[src/common/serial_port_pkg.sv]
// shared constants and carriers for the serial port register set
package serial_port_pkg;

    // ************************************************************
    // register map (word aligned byte addresses)
    // ************************************************************
    localparam int ADDR_W = 5;
    localparam logic [4:0] TXC_ADDR = 5'h00;
    localparam logic [4:0] RXC_ADDR = 5'h04;
    localparam logic [4:0] BAUD_ADDR = 5'h08;
    localparam logic [4:0] RXD_ADDR = 5'h0c;

    // ************************************************************
    // field positions
    // ************************************************************
    localparam int TXC_CLKSRC = 7;
    localparam int TXC_TX9 = 6;
    localparam int TXC_TRANSMIT_ENABLE_BIT = 5;
    localparam int TXC_SYNC = 4;
    localparam int TXC_BREAK = 3;
    localparam int TXC_HIGH = 2;
    localparam int TXC_TRANSMIT_NINTH_BIT = 0;
    localparam int RXC_PEN = 7;
    localparam int RXC_RX9 = 6;
    localparam int RXC_SINGLE = 5;
    localparam int RXC_CONT = 4;
    localparam int RXC_ADDR_DET = 3;
    localparam int BAUD_POL = 4;
    localparam int BAUD_WIDE = 3;
    localparam int BAUD_WAKE = 1;
    localparam int BAUD_ABD = 0;

    // ************************************************************
    // reset values and writable masks
    // ************************************************************
    localparam logic [7:0] TXC_RESET = 8'h00;
    localparam logic [7:0] TXC_WMASK = 8'hfd;
    localparam logic [7:0] RXC_RESET = 8'h00;
    localparam logic [7:0] RXC_WMASK = 8'hf8;
    localparam logic [7:0] BAUD_RESET = 8'h00;
    localparam logic [7:0] BAUD_WMASK = 8'h1b;
    localparam int RX_FIFO_DEPTH = 2;

    // ************************************************************
    // carriers
    // ************************************************************
    typedef struct packed {
        logic framing_error_flag;
        logic [8:0] data;
    } rx_char_t;

    typedef struct packed {
        logic shift_empty;
        logic break_done;
        logic rx_start;
        logic rx_valid;
        rx_char_t rx_char;
        logic rx_edge;
        logic abd_done;
        logic abd_overflow;
    } eng_status_t;

    typedef struct packed {
        logic port_enable;
        logic sync_mode;
        logic clock_master;
        logic tx_enable;
        logic tx_nine;
        logic tx_ninth;
        logic send_break;
        logic high_baud;
        logic wide_gen;
        logic polarity;
        logic rx_enable;
        logic rx_nine;
        logic wake_wait;
        logic autobaud_run;
    } port_cfg_t;

endpackage

[src/rtl/rx_char_fifo.sv]
// small receive character fifo, first word always presented
`timescale 1ns/1ps
`default_nettype none
module rx_char_fifo #(
    parameter int WIDTH = 10,
    parameter int DEPTH = 2
) (
    input wire logic clk,
    input wire logic srst,
    input wire logic flush,
    input wire logic push,
    input wire logic [WIDTH-1:0] din,
    input wire logic pop,
    output logic [WIDTH-1:0] dout,
    output logic empty,
    output logic full
);
    localparam int PW = $clog2(DEPTH);

    logic [WIDTH-1:0] mem [DEPTH];
    logic [PW-1:0] rd_ff;
    logic [PW-1:0] wr_ff;
    logic [PW:0] cnt_ff;
    logic do_push;
    logic do_pop;

    assign empty = (cnt_ff == '0);
    assign full = (cnt_ff == (PW+1)'(DEPTH));
    assign dout = mem[rd_ff];
    assign do_push = push && !full;
    assign do_pop = pop && !empty;

    always_ff @(posedge clk) begin
        if (do_push) begin
            mem[wr_ff] <= din;
        end
    end

    always_ff @(posedge clk) begin
        if (srst || flush) begin
            rd_ff <= '0;
            wr_ff <= '0;
            cnt_ff <= '0;
        end else begin
            if (do_push) begin
                wr_ff <= (wr_ff == PW'(DEPTH-1)) ? '0 : wr_ff + 1'b1;
            end
            if (do_pop) begin
                rd_ff <= (rd_ff == PW'(DEPTH-1)) ? '0 : rd_ff + 1'b1;
            end
            cnt_ff <= cnt_ff + (PW+1)'(do_push) - (PW+1)'(do_pop);
        end
    end
endmodule
`default_nettype wire

[src/rtl/serial_port_regs.sv]
// control and status registers of the serial port, avalon-mm slave
//
// The Avalon-MM interface to the registers and the register addresses were left to the implementer.
`timescale 1ns/1ps
`default_nettype none

// How it works
// - clock source bit: sync mode master when set, slave when clear; ignored async.
// - transmit word-length bit picks 9-bit or 8-bit transmission.
// - transmitter runs only while transmit enable is set.
// - mode bit chooses synchronous or asynchronous operation; other fields follow it.
// - break request sends break async, hardware clears it when done; ignored sync.
// - high baud bit selects fast divider async only.
// - shift-empty flag is read-only, shows transmit shifter empty, resets to 1.
// - transmit ninth bit supplies bit nine of each 9-bit character.
// - receive word-length bit picks 9-bit or 8-bit reception.
// - single receive in sync master takes one character then self-clears.
// - continuous receive enables receiver; in sync it overrides single receive.
// - receive ninth bit shows bit nine of the top unread character.
// - port disable clears framing error; clearing continuous receive does not.
// - receive idle flag low from start bit until character done; resets 1.
// - polarity bit inverts data async or picks clock edge sync.
// - wide generator bit selects 16-bit or 8-bit baud generator.
// - wake-up waits for falling edge, then flags receive and self-clears.
// - auto-baud enable starts detection and clears itself when done.
module serial_port_regs (
    input wire logic clk,
    input wire logic srst,
    input wire logic [serial_port_pkg::ADDR_W-1:0] avs_address,
    input wire logic avs_read,
    input wire logic avs_write,
    input wire logic [31:0] avs_writedata,
    output logic [31:0] avs_readdata,
    output logic avs_waitrequest,
    input wire serial_port_pkg::eng_status_t eng_in,
    output serial_port_pkg::port_cfg_t cfg_out,
    output logic rx_irq
);
    logic [7:0] txc_ff;
    logic [7:0] rxc_ff;
    logic [7:0] baud_ff;
    logic shift_empty_flag_ff;
    logic receive_idle_flag_ff;
    logic autobaud_overflow_flag_ff;
    logic overrun_error_flag_ff;
    logic wake_ff;
    logic [31:0] nxt_rdata;
    serial_port_pkg::port_cfg_t nxt_cfg;
    serial_port_pkg::rx_char_t top_char;
    logic fifo_empty;
    logic fifo_full;
    logic req;
    logic acc;
    logic wr_txc;
    logic wr_rxc;
    logic wr_baud;
    logic pop;
    logic pen;
    logic is_async;
    logic accept;
    logic keep_char;

    // ************************************************************
    // bus handshake: one wait cycle, access commits when wait is low
    // ************************************************************
    assign req = avs_read || avs_write;
    assign acc = req && !avs_waitrequest;
    assign wr_txc = acc && avs_write && avs_address == serial_port_pkg::TXC_ADDR;
    assign wr_rxc = acc && avs_write && avs_address == serial_port_pkg::RXC_ADDR;
    assign wr_baud = acc && avs_write && avs_address == serial_port_pkg::BAUD_ADDR;
    assign pop = acc && avs_read && avs_address == serial_port_pkg::RXD_ADDR;

    always_ff @(posedge clk) begin
        if (srst) begin
            avs_waitrequest <= 1'b1;
        end else begin
            avs_waitrequest <= !(req && avs_waitrequest);
        end
    end

    always_comb begin
        nxt_rdata = 32'h0000_0000;
        unique case (avs_address)
            serial_port_pkg::TXC_ADDR: begin
                nxt_rdata[7:0] = {txc_ff[7:2], shift_empty_flag_ff, txc_ff[0]};
            end
            serial_port_pkg::RXC_ADDR: begin
                nxt_rdata[7:0] = {rxc_ff[7:3], top_char.framing_error_flag && !fifo_empty, overrun_error_flag_ff,
                                  top_char.data[8] && !fifo_empty};
            end
            serial_port_pkg::BAUD_ADDR: begin
                nxt_rdata[7:0] = {autobaud_overflow_flag_ff, receive_idle_flag_ff, 1'b0, baud_ff[4:3], 1'b0,
                                  baud_ff[1:0]};
            end
            serial_port_pkg::RXD_ADDR: begin
                // an empty fifo reads zero rather than a stale slot
                nxt_rdata[7:0] = fifo_empty ? 8'h00 : top_char.data[7:0];
            end
            default: begin
                nxt_rdata = 32'h0000_0000;
            end
        endcase
    end

    always_ff @(posedge clk) begin
        if (srst) begin
            avs_readdata <= 32'h0000_0000;
        end else if (req && avs_waitrequest) begin
            avs_readdata <= nxt_rdata;
        end
    end

    // ************************************************************
    // control registers
    // ************************************************************
    assign pen = rxc_ff[serial_port_pkg::RXC_PEN];
    assign is_async = !txc_ff[serial_port_pkg::TXC_SYNC];

    always_ff @(posedge clk) begin
        if (srst) begin
            txc_ff <= serial_port_pkg::TXC_RESET;
        end else if (wr_txc) begin
            // a software write in the same cycle as break end wins
            txc_ff <= avs_writedata[7:0] & serial_port_pkg::TXC_WMASK;
        end else if (eng_in.break_done) begin
            txc_ff[serial_port_pkg::TXC_BREAK] <= 1'b0;
        end
    end

    always_ff @(posedge clk) begin
        if (srst) begin
            rxc_ff <= serial_port_pkg::RXC_RESET;
        end else if (wr_rxc) begin
            rxc_ff <= avs_writedata[7:0] & serial_port_pkg::RXC_WMASK;
        end else if (accept && !is_async && cfg_out.clock_master
                     && !rxc_ff[serial_port_pkg::RXC_CONT]) begin
            rxc_ff[serial_port_pkg::RXC_SINGLE] <= 1'b0;
        end
    end

    always_ff @(posedge clk) begin
        if (srst) begin
            baud_ff <= serial_port_pkg::BAUD_RESET;
        end else if (wr_baud) begin
            baud_ff <= avs_writedata[7:0] & serial_port_pkg::BAUD_WMASK;
        end else begin
            if (eng_in.rx_edge && is_async && pen) begin
                baud_ff[serial_port_pkg::BAUD_WAKE] <= 1'b0;
            end
            if (eng_in.abd_done) begin
                baud_ff[serial_port_pkg::BAUD_ABD] <= 1'b0;
            end
        end
    end

    // ************************************************************
    // status flags
    // ************************************************************
    always_ff @(posedge clk) begin
        if (srst) begin
            shift_empty_flag_ff <= 1'b1;
        end else begin
            shift_empty_flag_ff <= eng_in.shift_empty || !pen;
        end
    end

    always_ff @(posedge clk) begin
        if (srst || !pen || !is_async) begin
            receive_idle_flag_ff <= 1'b1;
        end else if (eng_in.rx_start) begin
            receive_idle_flag_ff <= 1'b0;
        end else if (eng_in.rx_valid) begin
            receive_idle_flag_ff <= 1'b1;
        end
    end

    always_ff @(posedge clk) begin
        if (srst || !pen) begin
            autobaud_overflow_flag_ff <= 1'b0;
        end else if (eng_in.abd_overflow && is_async) begin
            autobaud_overflow_flag_ff <= 1'b1;
        end else if (wr_baud && avs_writedata[serial_port_pkg::BAUD_ABD]) begin
            autobaud_overflow_flag_ff <= 1'b0;
        end
    end

    // in async 9-bit mode, address detect drops characters whose ninth bit is clear
    assign keep_char = !(is_async && rxc_ff[serial_port_pkg::RXC_RX9]
                         && rxc_ff[serial_port_pkg::RXC_ADDR_DET]
                         && !eng_in.rx_char.data[8]);
    assign accept = eng_in.rx_valid && cfg_out.rx_enable && keep_char;

    always_ff @(posedge clk) begin
        if (srst || !pen || !rxc_ff[serial_port_pkg::RXC_CONT]) begin
            overrun_error_flag_ff <= 1'b0;
        end else if (accept && fifo_full) begin
            overrun_error_flag_ff <= 1'b1;
        end
    end

    always_ff @(posedge clk) begin
        if (srst || !pen) begin
            wake_ff <= 1'b0;
        end else if (eng_in.rx_edge && is_async && baud_ff[serial_port_pkg::BAUD_WAKE]) begin
            wake_ff <= 1'b1;
        end else if (pop) begin
            wake_ff <= 1'b0;
        end
    end

    always_ff @(posedge clk) begin
        if (srst) begin
            rx_irq <= 1'b0;
        end else begin
            rx_irq <= !fifo_empty || wake_ff;
        end
    end

    // ************************************************************
    // receive fifo; port disable flushes it with its framing bits
    // ************************************************************
    rx_char_fifo #(
        .WIDTH($bits(serial_port_pkg::rx_char_t)),
        .DEPTH(serial_port_pkg::RX_FIFO_DEPTH)
    ) u_fifo (
        .clk(clk),
        .srst(srst),
        .flush(!pen),
        .push(accept),
        .din(eng_in.rx_char),
        .pop(pop),
        .dout(top_char),
        .empty(fifo_empty),
        .full(fifo_full)
    );

    // ************************************************************
    // effective configuration toward the shift engines
    // ************************************************************
    always_comb begin
        nxt_cfg.port_enable = pen;
        nxt_cfg.sync_mode = !is_async;
        nxt_cfg.clock_master = !is_async && txc_ff[serial_port_pkg::TXC_CLKSRC];
        nxt_cfg.tx_enable = pen && txc_ff[serial_port_pkg::TXC_TRANSMIT_ENABLE_BIT];
        nxt_cfg.tx_nine = txc_ff[serial_port_pkg::TXC_TX9];
        nxt_cfg.tx_ninth = txc_ff[serial_port_pkg::TXC_TRANSMIT_NINTH_BIT];
        nxt_cfg.send_break = is_async && txc_ff[serial_port_pkg::TXC_BREAK];
        nxt_cfg.high_baud = is_async && txc_ff[serial_port_pkg::TXC_HIGH];
        nxt_cfg.wide_gen = baud_ff[serial_port_pkg::BAUD_WIDE];
        nxt_cfg.polarity = baud_ff[serial_port_pkg::BAUD_POL];
        // continuous wins over single; single only counts as sync master
        nxt_cfg.rx_enable = pen && !overrun_error_flag_ff && (rxc_ff[serial_port_pkg::RXC_CONT]
            || (!is_async && txc_ff[serial_port_pkg::TXC_CLKSRC]
                && rxc_ff[serial_port_pkg::RXC_SINGLE]));
        nxt_cfg.rx_nine = rxc_ff[serial_port_pkg::RXC_RX9];
        nxt_cfg.wake_wait = is_async && baud_ff[serial_port_pkg::BAUD_WAKE];
        nxt_cfg.autobaud_run = is_async && baud_ff[serial_port_pkg::BAUD_ABD];
    end

    always_ff @(posedge clk) begin
        if (srst) begin
            cfg_out <= '0;
        end else begin
            cfg_out <= nxt_cfg;
        end
    end
endmodule
`default_nettype wire

[config.mk]
export PLATFORM = sky130hd
export DESIGN_NAME = serial_port_regs
export DESIGN_NICKNAME = d
export VERILOG_FILES = /design/src/common/serial_port_pkg.sv /design/src/rtl/rx_char_fifo.sv /design/src/rtl/serial_port_regs.sv
export SDC_FILE = /design/constraint.sdc
export NUM_CORES = 1
export LEC_CHECK = 0
export BUFFER_PORTS_ARGS = -buffer_cell sky130_fd_sc_hd__buf_2
export CAP_MARGIN = 20
export CORE_MARGIN = 2
export CORE_UTILIZATION = 55
export CTS_BUF_LIST = sky130_fd_sc_hd__clkbuf_4
export CTS_CLUSTER_DIAMETER = 100
export DETAILED_ROUTE_END_ITERATION = 10
export PLACE_DENSITY_LB_ADDON = 0.1
export SLEW_MARGIN = 20
export SYNTH_ARGS = -nofsm -noshare
export SYNTH_HDL_FRONTEND = slang
export SYNTH_SLANG_ARGS = --single-unit
[constraint.sdc]
create_clock -name clk -period 5.5 [get_ports clk]
set_clock_uncertainty 0.05 [all_clocks]
set_input_delay 0.55 -clock clk [delete_from_list [all_inputs] [get_ports clk]]
set_output_delay 0.55 -clock clk [all_outputs]
set_load 0.05 [all_outputs]
After elaboration in Yosys (flattened, before gate mapping)
Memory sizes are Yosys's and may differ from the RTL's. A register that Yosys moved wholly into a read port is not among the register bits.
Cells that the tools add are included.

cells by class
  reductions and logical operators = 61
  multiplexer cells = 21
  add/subtract/negate cells = 4
  equality and inequality tests = 4

operators with widths
  kind                                                 number
  logical AND 1 bit                                    35
  one-hot mux 8 bit (4 select lines)                   1
  2-to-1 mux 1 bit                                     18
  nonzero test 2 bit                                   7
  equality test 5 x 4 -> 1 bit, second input constant  2
  zero test 1 bit                                      10
  2-to-1 mux 8 bit                                     1
  logical OR 1 bit                                     7
  equality test 5 x 3 -> 1 bit, second input constant  1
  zero test 5 bit                                      1
  adder 1 bit, second input constant                   2
  adder 2 x 1 -> 2 bit                                 1
  equality test 2 bit, second input constant           1
  zero test 2 bit                                      1
  2-to-1 mux 2 bit                                     1
  subtractor 2 x 1 -> 2 bit                            1

storage, ports and cells
  input bits = 58
  memories kept = 1
  register bits = 49
  bits in writable memories = 20
  word-level logic and storage cells = 123
  output and inout bits = 48

memory list
  memory      words  width  read ports  clocked after Yosys merged registers in  write ports  line                source
  u_fifo.mem  2      10     1           1                                        1            rx_char_fifo.sv:20  logic [WIDTH-1:0] mem [DEPTH];

Logic depth before layout (Yosys ltp)
Gate-level depths: netlist (run 1).

  word-level depth = 11
  mapped depth = 9
  gate-level depth less buffers = 8

Modules after synthesis
Synthesis (run 1) repeated with hierarchy kept, for this count alone.

unflattened totals
  cell total of the unflattened synthesis = 265
  area total of the unflattened synthesis = 3037.9 µm²

by module, submodules not included
  module            cells each  area an instance (µm²)  seq. area each (µm²)  times used
  serial_port_regs  205         2077.0                  900.9                 1
  rx_char_fifo      60          960.9                   700.7                 1

Worst setup path after synthesis (run 1)
No wires, ideal clock.

  path kind = input to register
  from = input port avs_address[1] (netlist bit)
  to = register u_fifo.cnt_ff[1]
  arrival = 2.276 ns
  buffers on the path = 1
  setup slack = 3.048 ns
  library setup time = 0.126 ns
  data required time = 5.324 ns
  stages = 9
  cell sequence = or4b_1 -> buf_4 -> nor4_4 -> ha_1 -> inv_1 -> ha_1 -> xor2_1 -> xnor2_1 -> nor2_1

on the way
  word-level cells in the longest chain between the ends = 4

ends and longest elaborated chain
  what                          line                    source
  from (decl)                   serial_port_regs.sv:29  input wire logic [serial_port_pkg::ADDR_W-1:0] avs_address,
  equality test 5 x 4 -> 1 bit  serial_port_regs.sv:71  assign pop = acc && avs_read && avs_address == serial_port_pkg::RXD_ADDR;
  logical AND 1 bit             serial_port_regs.sv:71
  logical AND 1 bit             rx_char_fifo.sv:31      assign do_pop = pop && !empty;
  named net u_fifo.do_pop       rx_char_fifo.sv:25      logic do_pop;
  subtractor 2 x 1 -> 2 bit     rx_char_fifo.sv:51      cnt_ff <= cnt_ff + (PW+1)'(do_push) - (PW+1)'(do_pop);
  to (signal assigned)          rx_char_fifo.sv:51
  to (decl)                     rx_char_fifo.sv:23      logic [PW:0] cnt_ff;

The timed path passes the listed nets, and every way through them passes these cells.
A chain may end at the register's enable or synchronous reset.

Worst setup path after layout (run 1)
Ends and elaborated chain as after synthesis.

==> results of run 1 <==
## cell usage in the layout, fill, tap and decap left out, types with 2 or more instances in the layout
cell        count
nand2b_1        2
xnor2_1         3
a21boi_0        2
or3b_2          3
a222oi_1        5
and2_1          8
nand3b_1        2
buf_2          57
nor2_1         26
edfxtp_1       20
clkbuf_4        9
o21ai_0         3
ha_1            2
mux2_2         14
nor4_4          2
nor2b_1        10
mux2i_1        14
nor3_1          4
clkinvlp_4      4
a221oi_1        8
nor2_4          2
or4_1           2
inv_1           5
conb_1         24
dfxtp_1        50
nand2_1        21
clkinv_1        3
a21oi_1         8
## worst max-delay path: cells and delay by family
kind                     cells  cell delay (ns)
XOR/XNOR                     2             0.30
adder cells (fa/ha/maj)      2             0.42
buffers and inverters        2             0.17
AND/OR/NAND/NOR              3             1.16
## power by group through the flow
stage	registers [mW]	clock network [mW]	logic (mW)
floorplan	0.548	0	0.0649
global placement	0.544	0	0.0752
detailed placement	0.544	0	0.0756
CTS	0.532	0.271	0.0757
global route	0.533	0.292	0.0805
finish	0.532	0.266	0.0763
## layout make-up
type | count | area share, %
Sequential cell | 70 | 48.4
Timing Repair Buffer | 58 | 8.85
Tap cell | 70 | 2.65
Inverter | 5 | 0.567
Clock buffer | 9 | 2.04
Multi-Input combinational cell | 179 | 36.2
Clock inverter | 7 | 1.25
## worst paths after layout
check	slack (ns)	end	cells after the start
worst min-delay path	0.27	shift_empty_flag_ff	2
worst max-delay path	3.13	u_fifo.cnt_ff[1]	9
worst max register to register	3.33	u_fifo.cnt_ff[1]	6
worst min register to register	0.44	avs_readdata[0]	2
## stage by stage
stage               instance area (um^2)  instances  setup slack [ns]  hold WS, ns
global route                        3310        398              3.04        0.259
detailed placement                  3200        382              2.67        0.422
finish                              3310        398              3.13        0.273
global placement                    3190        382              2.70        0.412
CTS                                 3310        398              3.12        0.262
floorplan                           3030        290              3.05        0.374
## flip-flops by register name, indices dropped and copies added, names as in the netlist, 2 cells and up, named ones only
name           flops
u_fifo.mem        20
cfg_out           14
avs_readdata       8
txc_ff             7
rxc_ff             5
baud_ff            4
u_fifo.cnt_ff      2
## layer usage
metal / vias to the layer above / routed length [um]
met5: - / 0
met4: 0 / 103
met3: 11 / 447
met2: 98 / 2770
met1: 944 / 2550
li1: 1004 / -
## cells by family (layout without fill, tap and decap cells)
logic type / after synthesis / count (layout) / share of synthesized area [%]
multiplexers: 28 / 28 / 10.1
adder cells (fa/ha/maj): 2 / 2 / 0.849
AND/OR/NAND/NOR: 91 / 91 / 17.4
other: 1 / 24 / 0.127
flip-flops: 70 / 70 / 54.3
buffers and inverters: 41 / 79 / 8.45
AO/OA/AOI/OAI: 30 / 30 / 7.60
XOR/XNOR: 4 / 4 / 1.19
==> flow_metrics.tcl, run 1 <==
set metrics [dict create \
    status "complete, no violations" \
    finalCriticalPeriod_ns 2.37 \
    met1_usage_pct 26.5 \
    place_congestion 0.826 \
    finalNetCount 383 \
    antennaDiodeCount 0 \
    worstPathMaxFanout 6 \
    start_kind "input pin" \
    crit_top_cell "ha_1" \
    wirelength_um 5870 \
    switchingPower_mw 0.241 \
    final-setup-viol-count 0 \
    path_cells "buf_2 -> or4b_1 -> nor4_4 -> ha_1 -> inv_1 -> ha_1 -> xor2_1 -> xnor2_1 -> nor2_1" \
    cts_tree "yes" \
    io_buffer_count 57 \
    hp-start "eng_in[16]" \
    synth_top_area_share_pct 34.0 \
    cap_violations 0 \
    use_met3_pct 4.82 \
    core_um2 5140 \
    critPathCaptureType "flip-flop" \
    grt_setup_unrepaired "false" \
    finalCritPeriodShare_pct 43.1 \
    r2r-start "txc_ff[4]" \
    viasPerCell 5.17 \
    grt_max_degree 35 \
    cts_resized 0 \
    final_core_util_pct 64.4 \
    postCtsSetupBuffers 0 \
    yosysWarnings 0 \
    first_pass_iters 5 \
    worst-slew-pin-transition_ns 1.03 \
    die_w_um 77.2 \
    p_leak_nw 1.28 \
    crit_slowest_cell "or4b_1" \
    synth_area_per_cell_um2 11.0 \
    grtUsageTotal_pct 20.1 \
    switching_share_pct 27.5 \
    yosysMostFrequentCell "dfxtp_1" \
    min_path_type "in2reg" \
    grt_util_met2_pct 31.0 \
    crit_type "in2reg" \
    antenna_found_initial 0 \
    drtIter0Drc 138 \
    numCtsBuffers 9 \
    ctsHoldBuffers 0 \
    grt_first_pass_wirelength_um 9150 \
    grt_pass1_vias 1864 \
    grt-ovfl-total 0 \
    combPwrFrac_pct 8.7 \
    dp_hpwl_um 4220 \
    layout-drive-gt1-share_pct 29.3 \
    synth_area_leaders "dfxtp_1 (34%), edfxtp_1 (20%), buf_4 (6.4%)" \
    gr-max-usage-layer "met2" \
    syn_inst 267 \
    wl_per_cell_um 14.7 \
    clock_latency_ns 0.40 \
    ant_nets 0 \
    htree_num_levels 3 \
    synth_seq_cells 70 \
    seqCellArea_um2 1600 \
    drc 0 \
    clockRootBuffer "clkbuf_4" \
    p_int_mw 0.634 \
    synth_edf_count 20 \
    cts_max_path_buffers 2 \
    p_clk_share_pct 30.4 \
    critPathRequiredTime_ns 5.74 \
    dieArea_um2 5960 \
    slew_viol_final 0 \
    rows 26 \
    synth_cell_types 41 \
    seq_area_frac_synth_pct 54.3 \
    peakVddDrop_mv 0.219 \
    cp-startpoint "avs_address[1]" \
    cts.sinks 70 \
    powerDensity_nw_per_um2 264 \
    multi_input_area_um2 1200 \
    power_frac_seq_pct 60.9 \
    die_y_um 77.2 \
    synth_flop_cell "dfxtp_1" \
    hold_violations 0 \
    max_slew_margin_pct 30.6 \
    yosys-top-cells-count "dfxtp_1 (50), nor2_1 (26), buf_4 (25)" \
    power_mw 0.874 \
    setup_tns_ns 0 \
    fillCellCount 454 \
    arrival_ns 2.61 \
    async_flop_share_pct 0 \
    clk_pin_slew_worst_paths_ns 0.11 \
    yosysTopAreaCell "dfxtp_1" \
    synthToLayoutAreaGrowth_pct 12.2 \
    initial_utilization_pct 57.4 \
    syn_area_um2 2950 \
    num_vias 2057 \
    pin_count 106 \
    fmax_mhz 421 \
    slowest_delay_ns 0.77 \
]
Note: power is estimated with default switching activity, not from simulation.
==> run 2, diff against run 1 <==
- ABC_AREA: not set -> 1
- CORE_UTILIZATION: 55 -> 47
- clock period: 5.5 -> 2.08 ns (I/O delays scaled with it)
==> run 2 against run 1 <==
Highest routed layer unchanged; global-route usage decreased by 0.35 points; cell count increased by 37%; worst hold slack got worse by 0.25 ns.
==> flow_metrics.tcl, run 2 <==
set metrics [dict create \
    setup_tns_ns 0 \
    synth_cell_types 37 \
    grtUsageTotal_pct 19.8 \
    reg_top3 "u_fifo.mem: 20 flops, cfg_out: 14 flops, avs_readdata: 8 flops" \
    viasPerCell 4.72 \
    wirelength_um 6790 \
    r2r_slack_ns 0.29 \
    finalCriticalPeriod_ns 1.79 \
    p_leak_nw 1.74 \
    final_common_cell "nand2_1" \
    min_delay_path_depth 3 \
    yosysMostFrequentCell "nand2_1" \
    die_y_um 85.6 \
    arrival_ns 2.10 \
    rows 29 \
    worstPathMaxFanout 3 \
    syn_inst 377 \
    ant_nets 0 \
    slowest_delay_ns 0.34 \
    grt_setup_unrepaired "false" \
    place_congestion 0.844 \
    dieArea_um2 7320 \
    finalCritPeriodShare_pct 86.2 \
    yosys-top-cells-count "nand2_1 (71), nor2_1 (53), dfxtp_1 (50)" \
    grt_util_met2_pct 31.3 \
    met1_usage_pct 25.7 \
    fillCellCount 602 \
    grt_pass1_vias 2447 \
    io_buffer_count 57 \
    antenna_found_initial 0 \
    finalNonFillerCells 547 \
    synth_area_leaders "dfxtp_1 (32%), edfxtp_1 (19%), nand2_1 (8.5%)" \
    syn_area_um2 3130 \
    synth_flop_cell "dfxtp_1" \
    synth_compound_area_share_pct 8.96 \
    path_cells "inv_1 -> nand2_2 -> nand4_2 -> inv_2 -> ha_1 -> inv_1 -> ha_1 -> xnor2_1 -> or2_2 -> a21oi_1" \
    initial_utilization_pct 49.0 \
    critPathRequiredTime_ns 2.38 \
    hp-start "avs_writedata[6]" \
    powerDensity_nw_per_um2 725 \
    yosysTopAreaCell "dfxtp_1" \
    r2r-start "u_fifo.cnt_ff[1]" \
    crit_slowest_cell "dfxtp_1" \
    r2r_cells 10 \
    cts_max_path_buffers 2 \
    slew_viol_final 0 \
    seq_area_frac_synth_pct 51.2 \
    top_register "u_fifo.mem" \
    postCtsSetupBuffers 0 \
    clk_pin_slew_worst_paths_ns 0.12 \
    grt_first_pass_wirelength_um 11100 \
    synthToLayoutAreaGrowth_pct 21.8 \
    critPathTopFamily "adder cells" \
    synthAdderAreaFrac_pct 0.800 \
    muxShareOfSynthArea_pct 0 \
    cp_num_buf_inv 3 \
    critPathCaptureType "flip-flop" \
    grt-ovfl-total 0 \
    yosysWarnings 0 \
    final-setup-viol-count 0 \
    synth_edf_count 20 \
    crit_type "reg2reg" \
    ctsHoldBuffers 19 \
    start_kind "flip-flop" \
    async_flop_share_pct 0 \
    power_mw 2.76 \
    synth_area_per_cell_um2 8.29 \
    place_inst 512 \
    cts.sinks 70 \
    grt_max_degree 20 \
    holdPathEnd "rxc_ff[6]" \
    gr-max-usage-layer "met2" \
    drc 0 \
    peakVddDrop_mv 0.427 \
    synthSimpleGateAreaFrac_pct 24.9 \
    cts_tree "yes" \
    clock_latency_ns 0.42 \
    r2r-end "u_fifo.cnt_ff[1]" \
    synth_top_family_by_area "simple AND/OR/NAND/NOR gates" \
    final_core_util_pct 59.6 \
    pin_count 106 \
    synthXorXnorAreaFrac_pct 0.280 \
    wl_per_cell_um 12.4 \
    cap_violations 0 \
    clockRootBuffer "clkbuf_4" \
    largest_reg_flops 20 \
    die_w_um 85.6 \
    min_path_type "in2reg" \
    final_cell_mix "nand2_1 (71), buf_2 (57), nor2_1 (53)" \
    dp_hpwl_um 5050 \
    finalNetCount 525 \
    fmax_mhz 558 \
    core_um2 6390 \
    use_met3_pct 5.49 \
    synth_seq_cells 70 \
    cts_resized 0 \
    synth_top_area_share_pct 32.0 \
    num_vias 2580 \
    numCtsBuffers 9 \
    antennaDiodeCount 0 \
    htree_num_levels 3 \
    layout-drive-gt1-share_pct 23.2 \
    drtIter0Drc 118 \
    hold_violations 0 \
    first_pass_iters 4 \
    hold_slack_ns 0.0259 \
    status "complete, no violations" \
]
-- run 2: where the power goes --
part	internal (mW)	switching, mW	total [mW]
Clock	0.602	0.482	1.08
Sequential	1.40	0.00375	1.41
Combinational	0.0726	0.197	0.270
-- run 2: how the worst max path moves through the flow --
stage / start / endpoint / slack, ns / cells past startpoint
floorplan: avs_waitrequest / u_fifo.cnt_ff[1] / 0.03 / 9
global placement: avs_address[3] / u_fifo.cnt_ff[1] / 0.20 / 13
detailed placement: avs_address[3] / u_fifo.cnt_ff[1] / 0.16 / 13
CTS: u_fifo.cnt_ff[1] / u_fifo.cnt_ff[1] / 0.27 / 10
global route: u_fifo.cnt_ff[1] / u_fifo.cnt_ff[1] / 0.14 / 10
finish: u_fifo.cnt_ff[1] / u_fifo.cnt_ff[1] / 0.29 / 10
-- run 2: per-layer routing --
layer	share of wire, %	up-vias
li1	-	1335
met1	45	1161
met2	47	77
met3	6.2	7
met4	1.4	0
met5	0	-
-- run 2: per-stage QoR --
stage | setup WS, ns | cell area, um^2
after detailed placement | 0.160 | 3440
after global routing | 0.144 | 3810
after global placement | 0.195 | 3440
after CTS | 0.271 | 3810
final | 0.287 | 3810
after floorplan | 0.0340 | 3210
-- run 2: cells by family (layout without fill, tap and decap cells) --
group                      Yosys count  in the layout
DFF                                 70             70
other                                1             24
buffers and inverters               85            155
and+or+nand+nor                    167            167
AOI/OAI and AO/OA                   51             51
adders and majority gates            2              2
xor gates and xnor gates             1              1
-- run 2: final cells by class --
cell class	count	area, um^2	area share (%)
Clock buffer	9	67.6	1.77
Clock inverter	7	111	2.92
Sequential cell	70	1600	42.1
Inverter	53	199	5.22
Tap cell	77	96.3	2.53
Multi-Input combinational cell	245	1180	31.0
Timing Repair Buffer	86	551	14.5
-- run 2: worst register-to-register path: stages, from the launching register on --
cell,delay (ns)
dfxtp_1,0.34
inv_1,0.11
nand2_2,0.07
nand4_2,0.10
inv_2,0.05
ha_1,0.27
inv_1,0.04
ha_1,0.19
xnor2_1,0.13
or2_2,0.28
a21oi_1,0.11
